`config.mk`:
```
export PLATFORM = sky130hd
export DESIGN_NAME = btg_burst_ctrl
export DESIGN_NICKNAME = d
export VERILOG_FILES = /design/src/btg_pkg.sv /design/src/btg_burst_ctrl.sv /design/src/btg_phase_acc.sv
export SDC_FILE = /design/constraint.sdc
export NUM_CORES = 1
export LEC_CHECK = 0
export ABC_AREA = 1
export BUFFER_PORTS_ARGS = -buffer_cell sky130_fd_sc_hd__buf_2
export CAP_MARGIN = 10
export CORE_ASPECT_RATIO = 2
export CORE_MARGIN = 5
export CORE_UTILIZATION = 65
export CTS_CLUSTER_SIZE = 8
export DETAILED_ROUTE_END_ITERATION = 8
export GPL_TIMING_DRIVEN = 0
export PLACE_DENSITY = 0.82
export SLEW_MARGIN = 20
export SYNTH_ARGS = -nofsm -noshare
export SYNTH_HDL_FRONTEND = slang
export SYNTH_SLANG_ARGS = --single-unit
```
`constraint.sdc`:
```
create_clock -name clk_i -period 11.38 [get_ports clk_i]
set_input_delay 0.569 -clock clk_i [delete_from_list [all_inputs] [get_ports clk_i]]
set_output_delay 0.569 -clock clk_i [all_outputs]
set_load 0.01 [all_outputs]
```
`src/btg_pkg.sv`:
```
package btg_pkg;

  // Register byte offsets.
  localparam logic [7:0] BTG_OFS_CTRL   = 8'h00;
  localparam logic [7:0] BTG_OFS_COUNT  = 8'h04;
  localparam logic [7:0] BTG_OFS_RATE   = 8'h08;
  localparam logic [7:0] BTG_OFS_FREQ   = 8'h0C;
  localparam logic [7:0] BTG_OFS_ARBPTS = 8'h10;
  localparam logic [7:0] BTG_OFS_CMD    = 8'h14;
  localparam logic [7:0] BTG_OFS_STAT   = 8'h18;
  localparam logic [7:0] BTG_OFS_IRQST  = 8'h1C;
  localparam logic [7:0] BTG_OFS_IRQMSK = 8'h20;
  localparam logic [7:0] BTG_OFS_EFFSRC = 8'h24;

  // Control register field positions.
  localparam int BTG_CTRL_ENABLE = 0;
  localparam int BTG_CTRL_GATED  = 1;
  localparam int BTG_CTRL_SRC_LO = 4;
  localparam int BTG_CTRL_TTL_LO = 8;
  localparam int BTG_CTRL_SHP_LO = 12;
  localparam int BTG_CTRL_INF    = 16;

  // Trigger origin encodings.
  localparam logic [2:0] BTG_SRC_IMM = 3'h0;
  localparam logic [2:0] BTG_SRC_INT = 3'h1;
  localparam logic [2:0] BTG_SRC_BUS = 3'h2;
  localparam logic [2:0] BTG_SRC_EXT = 3'h3;
  localparam logic [2:0] BTG_SRC_TTL = 3'h4;

  // Carrier shape encodings.
  localparam logic [1:0] BTG_SHP_SINE = 2'h0;
  localparam logic [1:0] BTG_SHP_SQR  = 2'h1;
  localparam logic [1:0] BTG_SHP_TRI  = 2'h2;
  localparam logic [1:0] BTG_SHP_ARB  = 2'h3;

  // Frequencies are held in units of 10 mHz, so that 5 MHz fits in one word.
  localparam logic [31:0] BTG_FREQ_MIN     = 32'h00000001;
  localparam logic [31:0] BTG_FREQ_MAX     = 32'h1DCD6500;       // 5 MHz.
  localparam logic [31:0] BTG_FREQ_MAX_TRI = 32'h00989680;       // 100 kHz.
  localparam logic [31:0] BTG_FREQ_MAX_A12 = 32'h0EE6B280;       // 2.5 MHz.
  localparam logic [31:0] BTG_FREQ_MAX_A16 = 32'h01312D00;       // 200 kHz.
  localparam logic [31:0] BTG_FREQ_1MHZ    = 32'h05F5E100;
  localparam logic [31:0] BTG_FREQ_100HZ   = 32'h00002710;
  localparam logic [31:0] BTG_FREQ_RST     = 32'h000186A0;       // 1 kHz.
  localparam logic [31:0] BTG_RATE_RST     = 32'h00002710;       // 100 Hz.
  localparam logic [31:0] BTG_RATE_MAX     = 32'h004C4B40;       // 50 kHz.
  localparam logic [15:0] BTG_ARB_PTS_8K   = 16'h2000;
  localparam logic [15:0] BTG_ARB_PTS_12K  = 16'h2FFF;
  localparam logic [15:0] BTG_ARB_PTS_RST  = 16'h2000;

  // Burst count limits; the slow-carrier check is count * 100 <= limit * carrier.
  localparam logic [15:0] BTG_COUNT_MIN    = 16'h0001;
  localparam logic [15:0] BTG_COUNT_MAX    = 16'hC350;
  localparam logic [15:0] BTG_COUNT_RST    = 16'h0001;
  localparam logic [47:0] BTG_SEC_LIMIT_MS = 48'h0000000001F4; // 500 s.

  // Clock rate and the period phase accumulator step base.
  localparam logic [63:0] BTG_CLK_MHZ      = 64'h00000000000000FA; // 250 MHz.
  localparam logic [63:0] BTG_CLK_CENTIHZ  = 64'h00000005D21DBA00; // 250 MHz in 10 mHz units.

  // Interrupt and status bits.
  localparam int BTG_EV_DONE     = 0;
  localparam int BTG_EV_CONFLICT = 1;
  localparam int BTG_EV_TRIGGER  = 2;
  localparam int BTG_EV_W        = 3;
  localparam logic [15:0] BTG_ERR_CONFLICT = 16'hFF23; // -221 as two's complement.

endpackage : btg_pkg

```
`src/btg_burst_ctrl.sv`:
```
// Functional notes
// - Counted bursts start only on a trigger from the selected origin.
// - Immediate origin requested during burst acts as the external connector.
// - Internal timer is the reset origin and fires at the burst repeat rate.
// - Bus origin starts a burst on a group execute or trigger command.
// - External origin in counted mode takes the connector trigger input.
// - Any of eight backplane lines, chosen by a 3-bit index, can trigger.
// - Gated by connector: waveform while high, DC offset while low.
// - Gated by backplane line: waveform while true, DC offset while false.
// - Bus, immediate or timer origin in gated mode becomes the connector.
// - Each counted trigger emits exactly the burst count of carrier cycles.
// - Carrier runs 10 mHz to 5 MHz, 100 kHz for triangle/ramp; default 1 kHz.
// - Arbitrary carrier maximum is 5 MHz, 2.5 MHz or 200 kHz by point count.
// - Sine, square, arbitrary: minimum count is carrier in MHz rounded up.
// - A carrier above the limit is clamped to the highest allowed; a conflicting carrier write flags -221.
// - At or below 100 Hz, count over carrier must not exceed 500 seconds.
// - External and backplane triggers act on the rising edge.
// - Counted mode: sync is low while burst cycles run, high until the next burst.
// - Burst count is 1 to 50000 or infinite, default one.
//
// Chosen here: the APB interface to the registers and the placing of the registers.
module btg_burst_ctrl (
  input  wire logic        clk_i,        // Clock, 250 MHz.
  input  wire logic        rst_i,        // Synchronous reset, active high.
  input  wire logic        psel_i,       // APB select.
  input  wire logic        penable_i,    // APB enable.
  input  wire logic        pwrite_i,     // APB direction.
  input  wire logic [7:0]  paddr_i,      // APB byte address.
  input  wire logic [31:0] pwdata_i,     // APB write data.
  output logic [31:0]      prdata_o,     // APB read data.
  output logic             pready_o,     // APB ready.
  output logic             pslverr_o,    // APB error on unmapped address.
  input  wire logic        bus_trig_i,   // Group execute / trigger command pulse.
  input  wire logic        ext_trig_i,   // Connector trigger or gate pin.
  input  wire logic [7:0]  ttl_trig_i,   // Backplane trigger lines, true high.
  output logic             wave_en_o,    // High: waveform out; low: DC offset.
  output logic             cycle_o,      // Pulse at each carrier cycle end.
  output logic             sync_o,       // Sync terminal.
  output logic             irq_o         // Level interrupt.
);
  // Register state.
  logic [31:0] ctrl_q;
  logic [15:0] count_q;
  logic [31:0] rate_q;
  logic [31:0] freq_q;
  logic [15:0] arbpts_q;
  logic [15:0] err_q;
  logic [btg_pkg::BTG_EV_W-1:0] irqst_q;
  logic [btg_pkg::BTG_EV_W-1:0] irqmsk_q;

  // Synchronisers.
  logic [8:0] sync1_q;
  logic [8:0] sync2_q;
  logic [8:0] prev_q;

  // Burst engine.
  typedef enum logic [1:0] {BTG_IDLE, BTG_RUN, BTG_GATE} btg_state_t;
  btg_state_t  state_q;
  btg_state_t  state_d;
  logic [15:0] left_q;
  logic [15:0] left_d;

  // Field decode.
  logic        burst_on;
  logic        gated;
  logic [2:0]  src_req;
  logic [2:0]  ttl_idx;
  logic [1:0]  shape;
  logic        infinite;
  logic [2:0]  src_eff;
  assign burst_on = ctrl_q[btg_pkg::BTG_CTRL_ENABLE];
  assign gated    = ctrl_q[btg_pkg::BTG_CTRL_GATED];
  assign src_req  = ctrl_q[btg_pkg::BTG_CTRL_SRC_LO +: 3];
  assign ttl_idx  = ctrl_q[btg_pkg::BTG_CTRL_TTL_LO +: 3];
  assign shape    = ctrl_q[btg_pkg::BTG_CTRL_SHP_LO +: 2];
  assign infinite = ctrl_q[btg_pkg::BTG_CTRL_INF];
  assign src_eff  = (src_req == btg_pkg::BTG_SRC_IMM) ? btg_pkg::BTG_SRC_EXT :
                    (gated && src_req != btg_pkg::BTG_SRC_TTL) ? btg_pkg::BTG_SRC_EXT : src_req;

  // Highest carrier for a shape and arbitrary point count.
  function automatic logic [31:0] max_freq(input logic [1:0] shp, input logic [15:0] pts);
    if (shp == btg_pkg::BTG_SHP_TRI) begin
      max_freq = btg_pkg::BTG_FREQ_MAX_TRI;
    end else if (shp == btg_pkg::BTG_SHP_ARB && pts > btg_pkg::BTG_ARB_PTS_12K) begin
      max_freq = btg_pkg::BTG_FREQ_MAX_A16;
    end else if (shp == btg_pkg::BTG_SHP_ARB && pts > btg_pkg::BTG_ARB_PTS_8K) begin
      max_freq = btg_pkg::BTG_FREQ_MAX_A12;
    end else begin
      max_freq = btg_pkg::BTG_FREQ_MAX;
    end
  endfunction : max_freq

  // Highest carrier the present count allows for sine, square and arbitrary shapes.
  function automatic logic [31:0] count_cap(input logic [1:0] shp, input logic [15:0] cnt);
    logic [47:0] prod;
    prod = {32'h00000000, cnt} * {16'h0000, btg_pkg::BTG_FREQ_1MHZ};
    if (shp == btg_pkg::BTG_SHP_TRI || cnt >= 16'h0005) begin
      count_cap = 32'hFFFFFFFF;
    end else begin
      count_cap = prod[31:0];
    end
  endfunction : count_cap

  // Carrier write check and clamp.
  logic [31:0] wfreq;
  logic [31:0] fmax;
  logic [31:0] fcap;
  logic [31:0] flim;
  logic [47:0] span;
  logic        slow_bad;
  logic        f_bad;
  logic [31:0] f_new;
  assign wfreq    = pwdata_i;
  assign fmax     = max_freq(shape, arbpts_q);
  assign fcap     = count_cap(shape, count_q);
  assign flim     = (fcap < fmax) ? fcap : fmax;
  assign span     = {32'h00000000, count_q} * 48'h000000000064;
  assign slow_bad = (wfreq <= btg_pkg::BTG_FREQ_100HZ) &&
                    (span > btg_pkg::BTG_SEC_LIMIT_MS * {16'h0000, wfreq}) && !infinite;
  assign f_bad    = (wfreq > flim) || slow_bad;
  assign f_new    = (wfreq < btg_pkg::BTG_FREQ_MIN) ? btg_pkg::BTG_FREQ_MIN :
                    (wfreq > flim) ? flim : wfreq;

  // APB decode.
  logic       acc;
  logic       wr;
  logic       mapped;
  logic       wr_freq;
  logic       wr_cmd;
  logic       conflict;
  assign acc      = psel_i && penable_i && !pready_o;
  assign wr       = acc && pwrite_i;
  assign mapped   = (paddr_i[1:0] == 2'h0) && (paddr_i <= btg_pkg::BTG_OFS_EFFSRC);
  assign wr_freq  = wr && paddr_i == btg_pkg::BTG_OFS_FREQ;
  assign wr_cmd   = wr && paddr_i == btg_pkg::BTG_OFS_CMD && pwdata_i[0];
  assign conflict = wr_freq && f_bad;

  // Trigger selection on synchronised inputs.
  logic [8:0] pins;
  logic       sel_lvl;
  logic       sel_prev;
  logic       rate_tick;
  logic       carrier_wrap;
  logic       carrier_half;
  logic       trig;
  logic       done;
  assign pins     = {ext_trig_i, ttl_trig_i};
  assign sel_lvl  = (src_eff == btg_pkg::BTG_SRC_TTL) ? sync2_q[ttl_idx] : sync2_q[8];
  assign sel_prev = (src_eff == btg_pkg::BTG_SRC_TTL) ? prev_q[ttl_idx] : prev_q[8];
  always_comb begin
    case (src_eff)
      btg_pkg::BTG_SRC_INT: trig = rate_tick;
      btg_pkg::BTG_SRC_BUS: trig = bus_trig_i || wr_cmd;
      btg_pkg::BTG_SRC_EXT: trig = sel_lvl && !sel_prev;
      btg_pkg::BTG_SRC_TTL: trig = sel_lvl && !sel_prev;
      default:              trig = 1'b0;
    endcase
  end

  assign done = (state_q == BTG_RUN) && carrier_wrap && !infinite && (left_q == 16'h0001);

  always_comb begin
    state_d = state_q;
    left_d  = left_q;
    case (state_q)
      BTG_IDLE: begin
        if (burst_on && gated) begin
          state_d = BTG_GATE;
        end else if (burst_on && trig) begin
          state_d = BTG_RUN;
          left_d  = count_q;
        end
      end
      BTG_RUN: begin
        if (!burst_on || gated) begin
          state_d = BTG_IDLE;
        end else if (carrier_wrap && !infinite) begin
          left_d = left_q - 16'h0001;
          if (left_q == 16'h0001) begin
            state_d = BTG_IDLE;
          end
        end
      end
      BTG_GATE: begin
        if (!burst_on || !gated) begin
          state_d = BTG_IDLE;
        end
      end
      default: state_d = BTG_IDLE;
    endcase
  end

  btg_phase_acc u_rate (
    .clk_i  (clk_i),
    .rst_i  (rst_i),
    .run_i  (burst_on && !gated && src_eff == btg_pkg::BTG_SRC_INT),
    .freq_i (rate_q),
    .wrap_o (rate_tick),
    .half_o ()
  );

  logic carrier_run;
  assign carrier_run = (state_q == BTG_RUN) || (state_q == BTG_GATE && sel_lvl);
  btg_phase_acc u_carrier (
    .clk_i  (clk_i),
    .rst_i  (rst_i),
    .run_i  (carrier_run),
    .freq_i (freq_q),
    .wrap_o (carrier_wrap),
    .half_o (carrier_half)
  );

  // Events.
  logic [btg_pkg::BTG_EV_W-1:0] ev;
  logic [btg_pkg::BTG_EV_W-1:0] irq_clr;
  assign ev      = {trig && burst_on && !gated && state_q == BTG_IDLE, conflict, done};
  assign irq_clr = (wr && paddr_i == btg_pkg::BTG_OFS_IRQST) ? pwdata_i[btg_pkg::BTG_EV_W-1:0] :
                   {btg_pkg::BTG_EV_W{1'b0}};

  // Read mux.
  logic [31:0] rd;
  always_comb begin
    case (paddr_i)
      btg_pkg::BTG_OFS_CTRL:   rd = ctrl_q;
      btg_pkg::BTG_OFS_COUNT:  rd = {16'h0000, count_q};
      btg_pkg::BTG_OFS_RATE:   rd = rate_q;
      btg_pkg::BTG_OFS_FREQ:   rd = freq_q;
      btg_pkg::BTG_OFS_ARBPTS: rd = {16'h0000, arbpts_q};
      btg_pkg::BTG_OFS_STAT:   rd = {err_q, left_q};
      btg_pkg::BTG_OFS_IRQST:  rd = {29'h00000000, irqst_q};
      btg_pkg::BTG_OFS_IRQMSK: rd = {29'h00000000, irqmsk_q};
      btg_pkg::BTG_OFS_EFFSRC: rd = {28'h0000000, state_q == BTG_IDLE, src_eff};
      default:                 rd = 32'h00000000;
    endcase
  end

  // Count write: clamp to 1..50000.
  logic [15:0] wcount;
  assign wcount = (pwdata_i[31:16] != 16'h0000 || pwdata_i[15:0] > btg_pkg::BTG_COUNT_MAX) ?
                  btg_pkg::BTG_COUNT_MAX :
                  (pwdata_i[15:0] < btg_pkg::BTG_COUNT_MIN) ? btg_pkg::BTG_COUNT_MIN : pwdata_i[15:0];

  always_ff @(posedge clk_i) begin
    if (rst_i) begin
      ctrl_q   <= {29'h00000000, btg_pkg::BTG_SRC_INT} << btg_pkg::BTG_CTRL_SRC_LO;
      count_q  <= btg_pkg::BTG_COUNT_RST;
      rate_q   <= btg_pkg::BTG_RATE_RST;
      freq_q   <= btg_pkg::BTG_FREQ_RST;
      arbpts_q <= btg_pkg::BTG_ARB_PTS_RST;
      err_q    <= 16'h0000;
      irqmsk_q <= {btg_pkg::BTG_EV_W{1'b0}};
    end else if (wr) begin
      if (paddr_i == btg_pkg::BTG_OFS_CTRL)   ctrl_q   <= pwdata_i & 32'h00013773;
      if (paddr_i == btg_pkg::BTG_OFS_COUNT)  count_q  <= wcount;
      if (paddr_i == btg_pkg::BTG_OFS_RATE)   rate_q   <= (pwdata_i > btg_pkg::BTG_RATE_MAX) ? btg_pkg::BTG_RATE_MAX :
                                                          (pwdata_i < btg_pkg::BTG_FREQ_MIN) ? btg_pkg::BTG_FREQ_MIN : pwdata_i;
      if (paddr_i == btg_pkg::BTG_OFS_ARBPTS) arbpts_q <= pwdata_i[15:0];
      if (paddr_i == btg_pkg::BTG_OFS_IRQMSK) irqmsk_q <= pwdata_i[btg_pkg::BTG_EV_W-1:0];
      if (wr_freq)                            freq_q   <= f_new;
      if (conflict)                           err_q    <= btg_pkg::BTG_ERR_CONFLICT;
    end
  end

  always_ff @(posedge clk_i) begin
    if (rst_i) begin
      sync1_q <= 9'h000;
      sync2_q <= 9'h000;
      prev_q  <= 9'h000;
    end else begin
      sync1_q <= pins;
      sync2_q <= sync1_q;
      prev_q  <= sync2_q;
    end
  end

  always_ff @(posedge clk_i) begin
    if (rst_i) begin
      state_q   <= BTG_IDLE;
      left_q    <= 16'h0000;
      irqst_q   <= {btg_pkg::BTG_EV_W{1'b0}};
      prdata_o  <= 32'h00000000;
      pready_o  <= 1'b0;
      pslverr_o <= 1'b0;
      wave_en_o <= 1'b0;
      cycle_o   <= 1'b0;
      sync_o    <= 1'b1;
      irq_o     <= 1'b0;
    end else begin
      state_q   <= state_d;
      left_q    <= left_d;
      irqst_q   <= (irqst_q & ~irq_clr) | ev;
      prdata_o  <= (acc && !pwrite_i) ? rd : 32'h00000000;
      pready_o  <= acc;
      pslverr_o <= acc && !mapped;
      wave_en_o <= state_d == BTG_RUN || (state_d == BTG_GATE && sel_lvl);
      cycle_o   <= carrier_wrap;
      // Counted bursts hold sync low for the burst; gated bursts follow the carrier polarity.
      sync_o    <= (state_d == BTG_GATE) ? (carrier_run && !carrier_half) : (state_d != BTG_RUN);
      irq_o     <= |(((irqst_q & ~irq_clr) | ev) & irqmsk_q);
    end
  end
endmodule : btg_burst_ctrl

```
`src/btg_phase_acc.sv`:
```
// Phase accumulator: pulses once per period at the programmed frequency.
module btg_phase_acc (
  input  wire logic        clk_i,    // Clock.
  input  wire logic        rst_i,    // Synchronous reset.
  input  wire logic        run_i,    // Accumulate while high.
  input  wire logic [31:0] freq_i,   // Frequency in 10 mHz units.
  output logic             wrap_o,   // One-cycle pulse per period.
  output logic             half_o    // High in the second half of a period.
);
  logic [63:0] acc_q;
  logic [63:0] acc_d;
  logic [63:0] sum;

  assign sum   = acc_q + {32'h00000000, freq_i};
  assign acc_d = !run_i ? 64'h0000000000000000 :
                 (sum >= btg_pkg::BTG_CLK_CENTIHZ) ? sum - btg_pkg::BTG_CLK_CENTIHZ : sum;

  always_ff @(posedge clk_i) begin
    if (rst_i) begin
      acc_q  <= 64'h0000000000000000;
      wrap_o <= 1'b0;
      half_o <= 1'b0;
    end else begin
      acc_q  <= acc_d;
      wrap_o <= run_i && (sum >= btg_pkg::BTG_CLK_CENTIHZ);
      half_o <= run_i && (acc_d >= (btg_pkg::BTG_CLK_CENTIHZ >> 1));
    end
  end
endmodule : btg_phase_acc

```
==> results of run 1 <==
==> per-stage QoR <==
stage               hold WS [ns]  cell area, um2   util
floorplan                  0.388           38200      -
global placement           0.390           39600  0.680
detailed placement         0.396           39600  0.680
CTS                        0.179           40800  0.702
==> per-layer routing <==
| layer | track usage | overflow |
|---|---|---|
| met5 | 0.0785 | 0 |
| met1 | 0.554 | 5 |
| met3 | 0.373 | 3 |
| met2 | 0.876 | 118 |
| met4 | 0.729 | 77 |
==> Yosys cell counts, drive strengths merged (2+ instances only) <==
| library cell | n | area, um2 |
|---|---|---|
| a31oi | 31 | 194 |
| dfxtp | 328 | 6570 |
| a21oi | 373 | 1900 |
| o22ai | 15 | 93.8 |
| a221oi | 19 | 166 |
| clkinv | 7 | 26.3 |
| nand2 | 1499 | 5730 |
| nand4 | 118 | 744 |
| o211ai | 19 | 148 |
| fa | 212 | 4240 |
| o21ai | 220 | 1130 |
| o221ai | 4 | 35.0 |
| conb | 2 | 7.51 |
| nor3b | 2 | 15.0 |
| xor2 | 114 | 1020 |
| o21bai | 13 | 101 |
| xnor2 | 59 | 517 |
| inv | 1010 | 3790 |
| nor2 | 713 | 2780 |
| o31ai | 9 | 67.6 |
| buf | 28 | 228 |
| o21a | 7 | 52.6 |
| and3 | 13 | 81.3 |
| nand3b | 23 | 173 |
| a41oi | 5 | 43.8 |
| a21o | 10 | 75.1 |
| a22o | 2 | 17.5 |
| a211oi | 8 | 60.1 |
| a21boi | 7 | 56.3 |
| ha | 386 | 4830 |
| nor4 | 21 | 131 |
| nor3 | 104 | 546 |
| clkbuf | 69 | 259 |
| nand3 | 398 | 2060 |
| and2 | 6 | 37.5 |
| o2111ai | 4 | 35.0 |
| or2 | 13 | 81.3 |
==> cells by family after synthesis <==
kind of cell / Yosys count / synth area share
compound gates: 753 / 0.111
xor+xnor: 173 / 0.0404
fa+ha+maj: 598 / 0.238
buf+inv: 1115 / 0.113
flops: 328 / 0.172
other cells: 2 / 0.000197
simple gates: 2911 / 0.325
==> results.md, run 1 <==
- Hold_buf cts: 0
- I/O Buffers: 91
- Grt total ovfl: 203
- Pre-CTS WS: 0.780 ns
- RD Place Congestion: 1.19
- Post-CTS Setup Repair Bufs: 0
- Netlist cell types: 75
- Synth warn: 0
- Die width: 181 um
- Mapped Cells: 5880
- Seq/Total Area, Yosys: 0.172
- Log Error: [ERROR GRT-0116] Global routing finished with congestion. Check the congestion regions in the DRC Viewer.
- Placed cell count: 6741
- Vias in the first global route: 45800
- H-Tree Depth: 2
- Halt Stage: global routing
- Std cell rows: 125
- Clock Root Buffer: clkbuf_16
- TritonCTS Buffers: 47
- Ports: 93
- Post-synth top flop: dfxtp_1
- Clock buffer depth: 3
- FFs w/ async S/R, synth: 0
- EDFF count, synth: 0
- Largest net degree at the start of global routing: 15
- Initial Util: 0.655
- CTS resizes: 0
- Status: stopped before the end
- DP Wirelength: 141000 um
- GRT Overall Usage: 0.621
- Seq cells post-synth: 328
- Sink Count: 328
- First-pass GRT wire length: 301000 um
- Syn_area_per_cell: 6.48 um2
- Post-Syn Area: 38100 um2
- Die height: 353 um
==> run 2: changes to the inputs <==
- CORE_ASPECT_RATIO: 2 -> unset
- CORE_UTILIZATION: 65 -> 40
- CTS_CLUSTER_SIZE: 8 -> unset
- PLACE_DENSITY: 0.82 -> unset
- PLACE_DENSITY_LB_ADDON: unset -> 0.15
==> run 2 against run 1 <==
The run now ends clean; synthesized area unchanged; synthesized cell count unchanged.
==> results.md, run 2 <==
- Status: finished, final reports clean (was stopped before the end)
- HP Class: input port to flop
- Post-synth top area share: 0.172 (unchanged)
- Pwr/cell area: 106 nW/um2
- Register Area: 6570 um2
- Worst Path Arrival: 11.03 ns
- Critical path's largest stage delay: 0.66 ns
- Clk pin slew, worst setup/hold paths: 0.06 ns
- Clock buffer depth: 3 (unchanged)
- Pwr Total: 4.41 mW
- Fillers: 10300
- Drt total wl: 153000 um
- Min Hold Slack: 0.193 ns
- CP dominant cell by count: inv_1
- Biggest area consumer among synthesized cells: dfxtp_1 (unchanged)
- RSZ-0062 raised after global routing: false
- Die height: 319 um (was 353 um)
- Drt pass-1 iters: 6
- Die footprint: 102000 um2
- Largest regs: u_carrier.acc_q (64), u_rate.acc_q (64)
- First-pass GRT wire length: 229000 um
- EDFF count, synth: 0 (unchanged)
- P&R area growth vs syn: 9.12%
- Final Setup Violations: 0
- Residual DRC: 0
- Final nets: 6674
- Post-DP Area: 40200 um2 (was 39600 um2)
- Max-Cap Viols: 0
- Area of the multi-input gates: 27300 um2
- Commonest cells after routing, fill and taps aside: nand2_1, inv_1, nor2_1
- Count leader, synth: nand2_1 (unchanged)
- Final Max Tran Viols: 0
- Worst setup path class: flop to flop
- Mapped Cells: 5880 (unchanged)
- H-Tree Depth: 2 (unchanged)
- Die width: 319 um (was 181 um)
- Clock Root Buffer: clkbuf_16 (unchanged)
- Vias: 39400
- Via density: 5.38
- Hold_buf cts: 0 (unchanged)
- GRT Overall Usage: 0.291
- Clock power share: 0.310
- Final instance area: 41600 um2
- DP Wirelength: 129000 um (was 141000 um)
- CP delay by family, top: adder cells
- Clk_lat worst skew: 0.59 ns
- CP required: 11.83 ns
- Seq/Total Area, Yosys: 0.172 (unchanged)
- Avg WL per Cell: 20.9 um
- Syn_area_per_cell: 6.48 um2 (unchanged)
- Std cell rows: 113 (was 125)
- Reg power frac: 0.262
- Crit-path slowest cell: fa_1
- Sink Count: 328 (unchanged)
- Sw Share: 0.403
- Highest Clock Rate: 94.6 MHz
- Synth cell count leaders: nand2_1, inv_1, nor2_1 (unchanged)
- Final Hold Fails: 0
- Largest net degree at the start of global routing: 15
- Seq cells post-synth: 328 (unchanged)
- Switching pwr: 1.78 mW
- Ports: 93 (unchanged)
- Share of layout cells above drive strength 1: 0.0521
- Detailed Route Iter0 Violations: 4213
- Initial Util: 0.402 (was 0.655)
- Vias in the first global route: 36800
- Setup Skew: 0.0232 ns
- Relative slew slack: 0.334
- FFs w/ async S/R, synth: 0 (unchanged)
- Ranking of synthesized cells by area: dfxtp_1, nand2_1, ha_1 (unchanged)
- Final min period: 10.58 ns
- Commonest non-fill, non-tap cell in the layout: nand2_1
- Leakage power: 20.9 nW
- Post-DRT Antenna Nets: 0
- Grt total ovfl: 0
- Core Box Area: 94900 um2
- Critical Path Start Type: flop
- Initial antenna violation count: 8
- Final Cycle Share: 0.929
- Pint: 2.63 mW
- RD Place Congestion: 1.02 (was 1.19)
- I/O Buffers: 91 (unchanged)
- Combinational share of power: 0.429
- Worst slew pin tran: 1.00 ns
- CP Capture Type: flop
- Setup tns final: 0 ns
- Netlist cell types: 75 (unchanged)
- Post-synth top flop: dfxtp_1 (unchanged)
- TritonCTS Buffers: 40 (was 47)
- CTS tree: built
- Buf/Inv on CP: 14
- Post-Syn Area: 38100 um2 (unchanged)
- Peak VDD IR: 0.000145 V
- Crit-path max FO: 10
- Synth warn: 0 (unchanged)
## run 2: worst register-to-register path: cells and delay by family (launching register included)
kind | cells | cell delay [ns]
xor gates and xnor gates | 1 | 0.45
AOI/OAI and AO/OA | 11 | 1.83
buffers and inverters | 14 | 1.61
adders and majority gates | 9 | 3.82
and+or+nand+nor | 16 | 2.25
DFF | 1 | 0.50
## run 2: path summary, 6_finish.rpt
path | startpoint | end | slack (ns) | depth (start not counted)
max | count_q[4] | freq_q[11] | 0.80 | 51
min | ttl_trig_i[2] | sync1_q[2] | 0.19 | 3
max reg2reg | count_q[4] | freq_q[11] | 0.80 | 51
min reg2reg | sync1_q[5] | sync2_q[5] | 0.40 | 2
## run 2: cell type report
cell class / count / share of cell area
clock inverters: 14 / 0.00457
multi-input cells: 4445 / 0.656
repair buffers: 91 / 0.0109
diodes: 6 / 0.000361
inverters: 1017 / 0.0918
plain buffers: 98 / 0.0120
flip-flops and latches: 328 / 0.158
well taps: 1265 / 0.0380
clock buffers: 58 / 0.0286
## run 2: metal layers
| metal | wire length [um] | global-route usage | vias up |
|---|---|---|---|
| li1 | - | - | 19000 |
| met1 | 71400 | 0.433 | 18600 |
| met2 | 65000 | 0.448 | 1507 |
| met3 | 13500 | 0.0465 | 205 |
| met4 | 3370 | 0.0568 | 6 |
| met5 | 38 | 0 | - |
## run 2: logic make-up (layout without fill, tap and decap cells)
family	count (synthesis)	count (layout)	synth area share
adders and majority gates	598	598	0.238
and+or+nand+nor	2911	2911	0.325
AOI/OAI and AO/OA	753	753	0.111
xor gates and xnor gates	173	173	0.0404
other	2	16	0.000197
buffers and inverters	1115	1278	0.113
DFF	328	328	0.172
## run 2: power groups by stage
stage	Sequential, mW	Clock, mW	Combinational [mW]
floorplan	1.18	0	1.35
global placement	1.18	0	1.86
detailed placement	1.18	0	1.88
CTS	1.15	1.38	1.89
global route	1.15	1.43	2.15
finish	1.15	1.37	1.89
## run 2: what timing repair did
action,CTS,global route
endpoints found under the setup margin,0,30
setup buffers,0,0
resized for setup,0,9
hold endpoints to repair,0,0
## run 2: per-stage QoR
| step | util | setup slack (ns) | std cells |
|---|---|---|---|
| floorplan | - | 3.15 | 5888 |
| global placement | 0.424 | 0.415 | 7244 |
| detailed placement | 0.424 | 0.433 | 7244 |
| CTS | 0.438 | 0.391 | 7316 |
| global route | 0.438 | 0.00617 | 7316 |
| finish | 0.439 | 0.805 | 7322 |
Note: power is estimated with default switching activity, not from simulation.
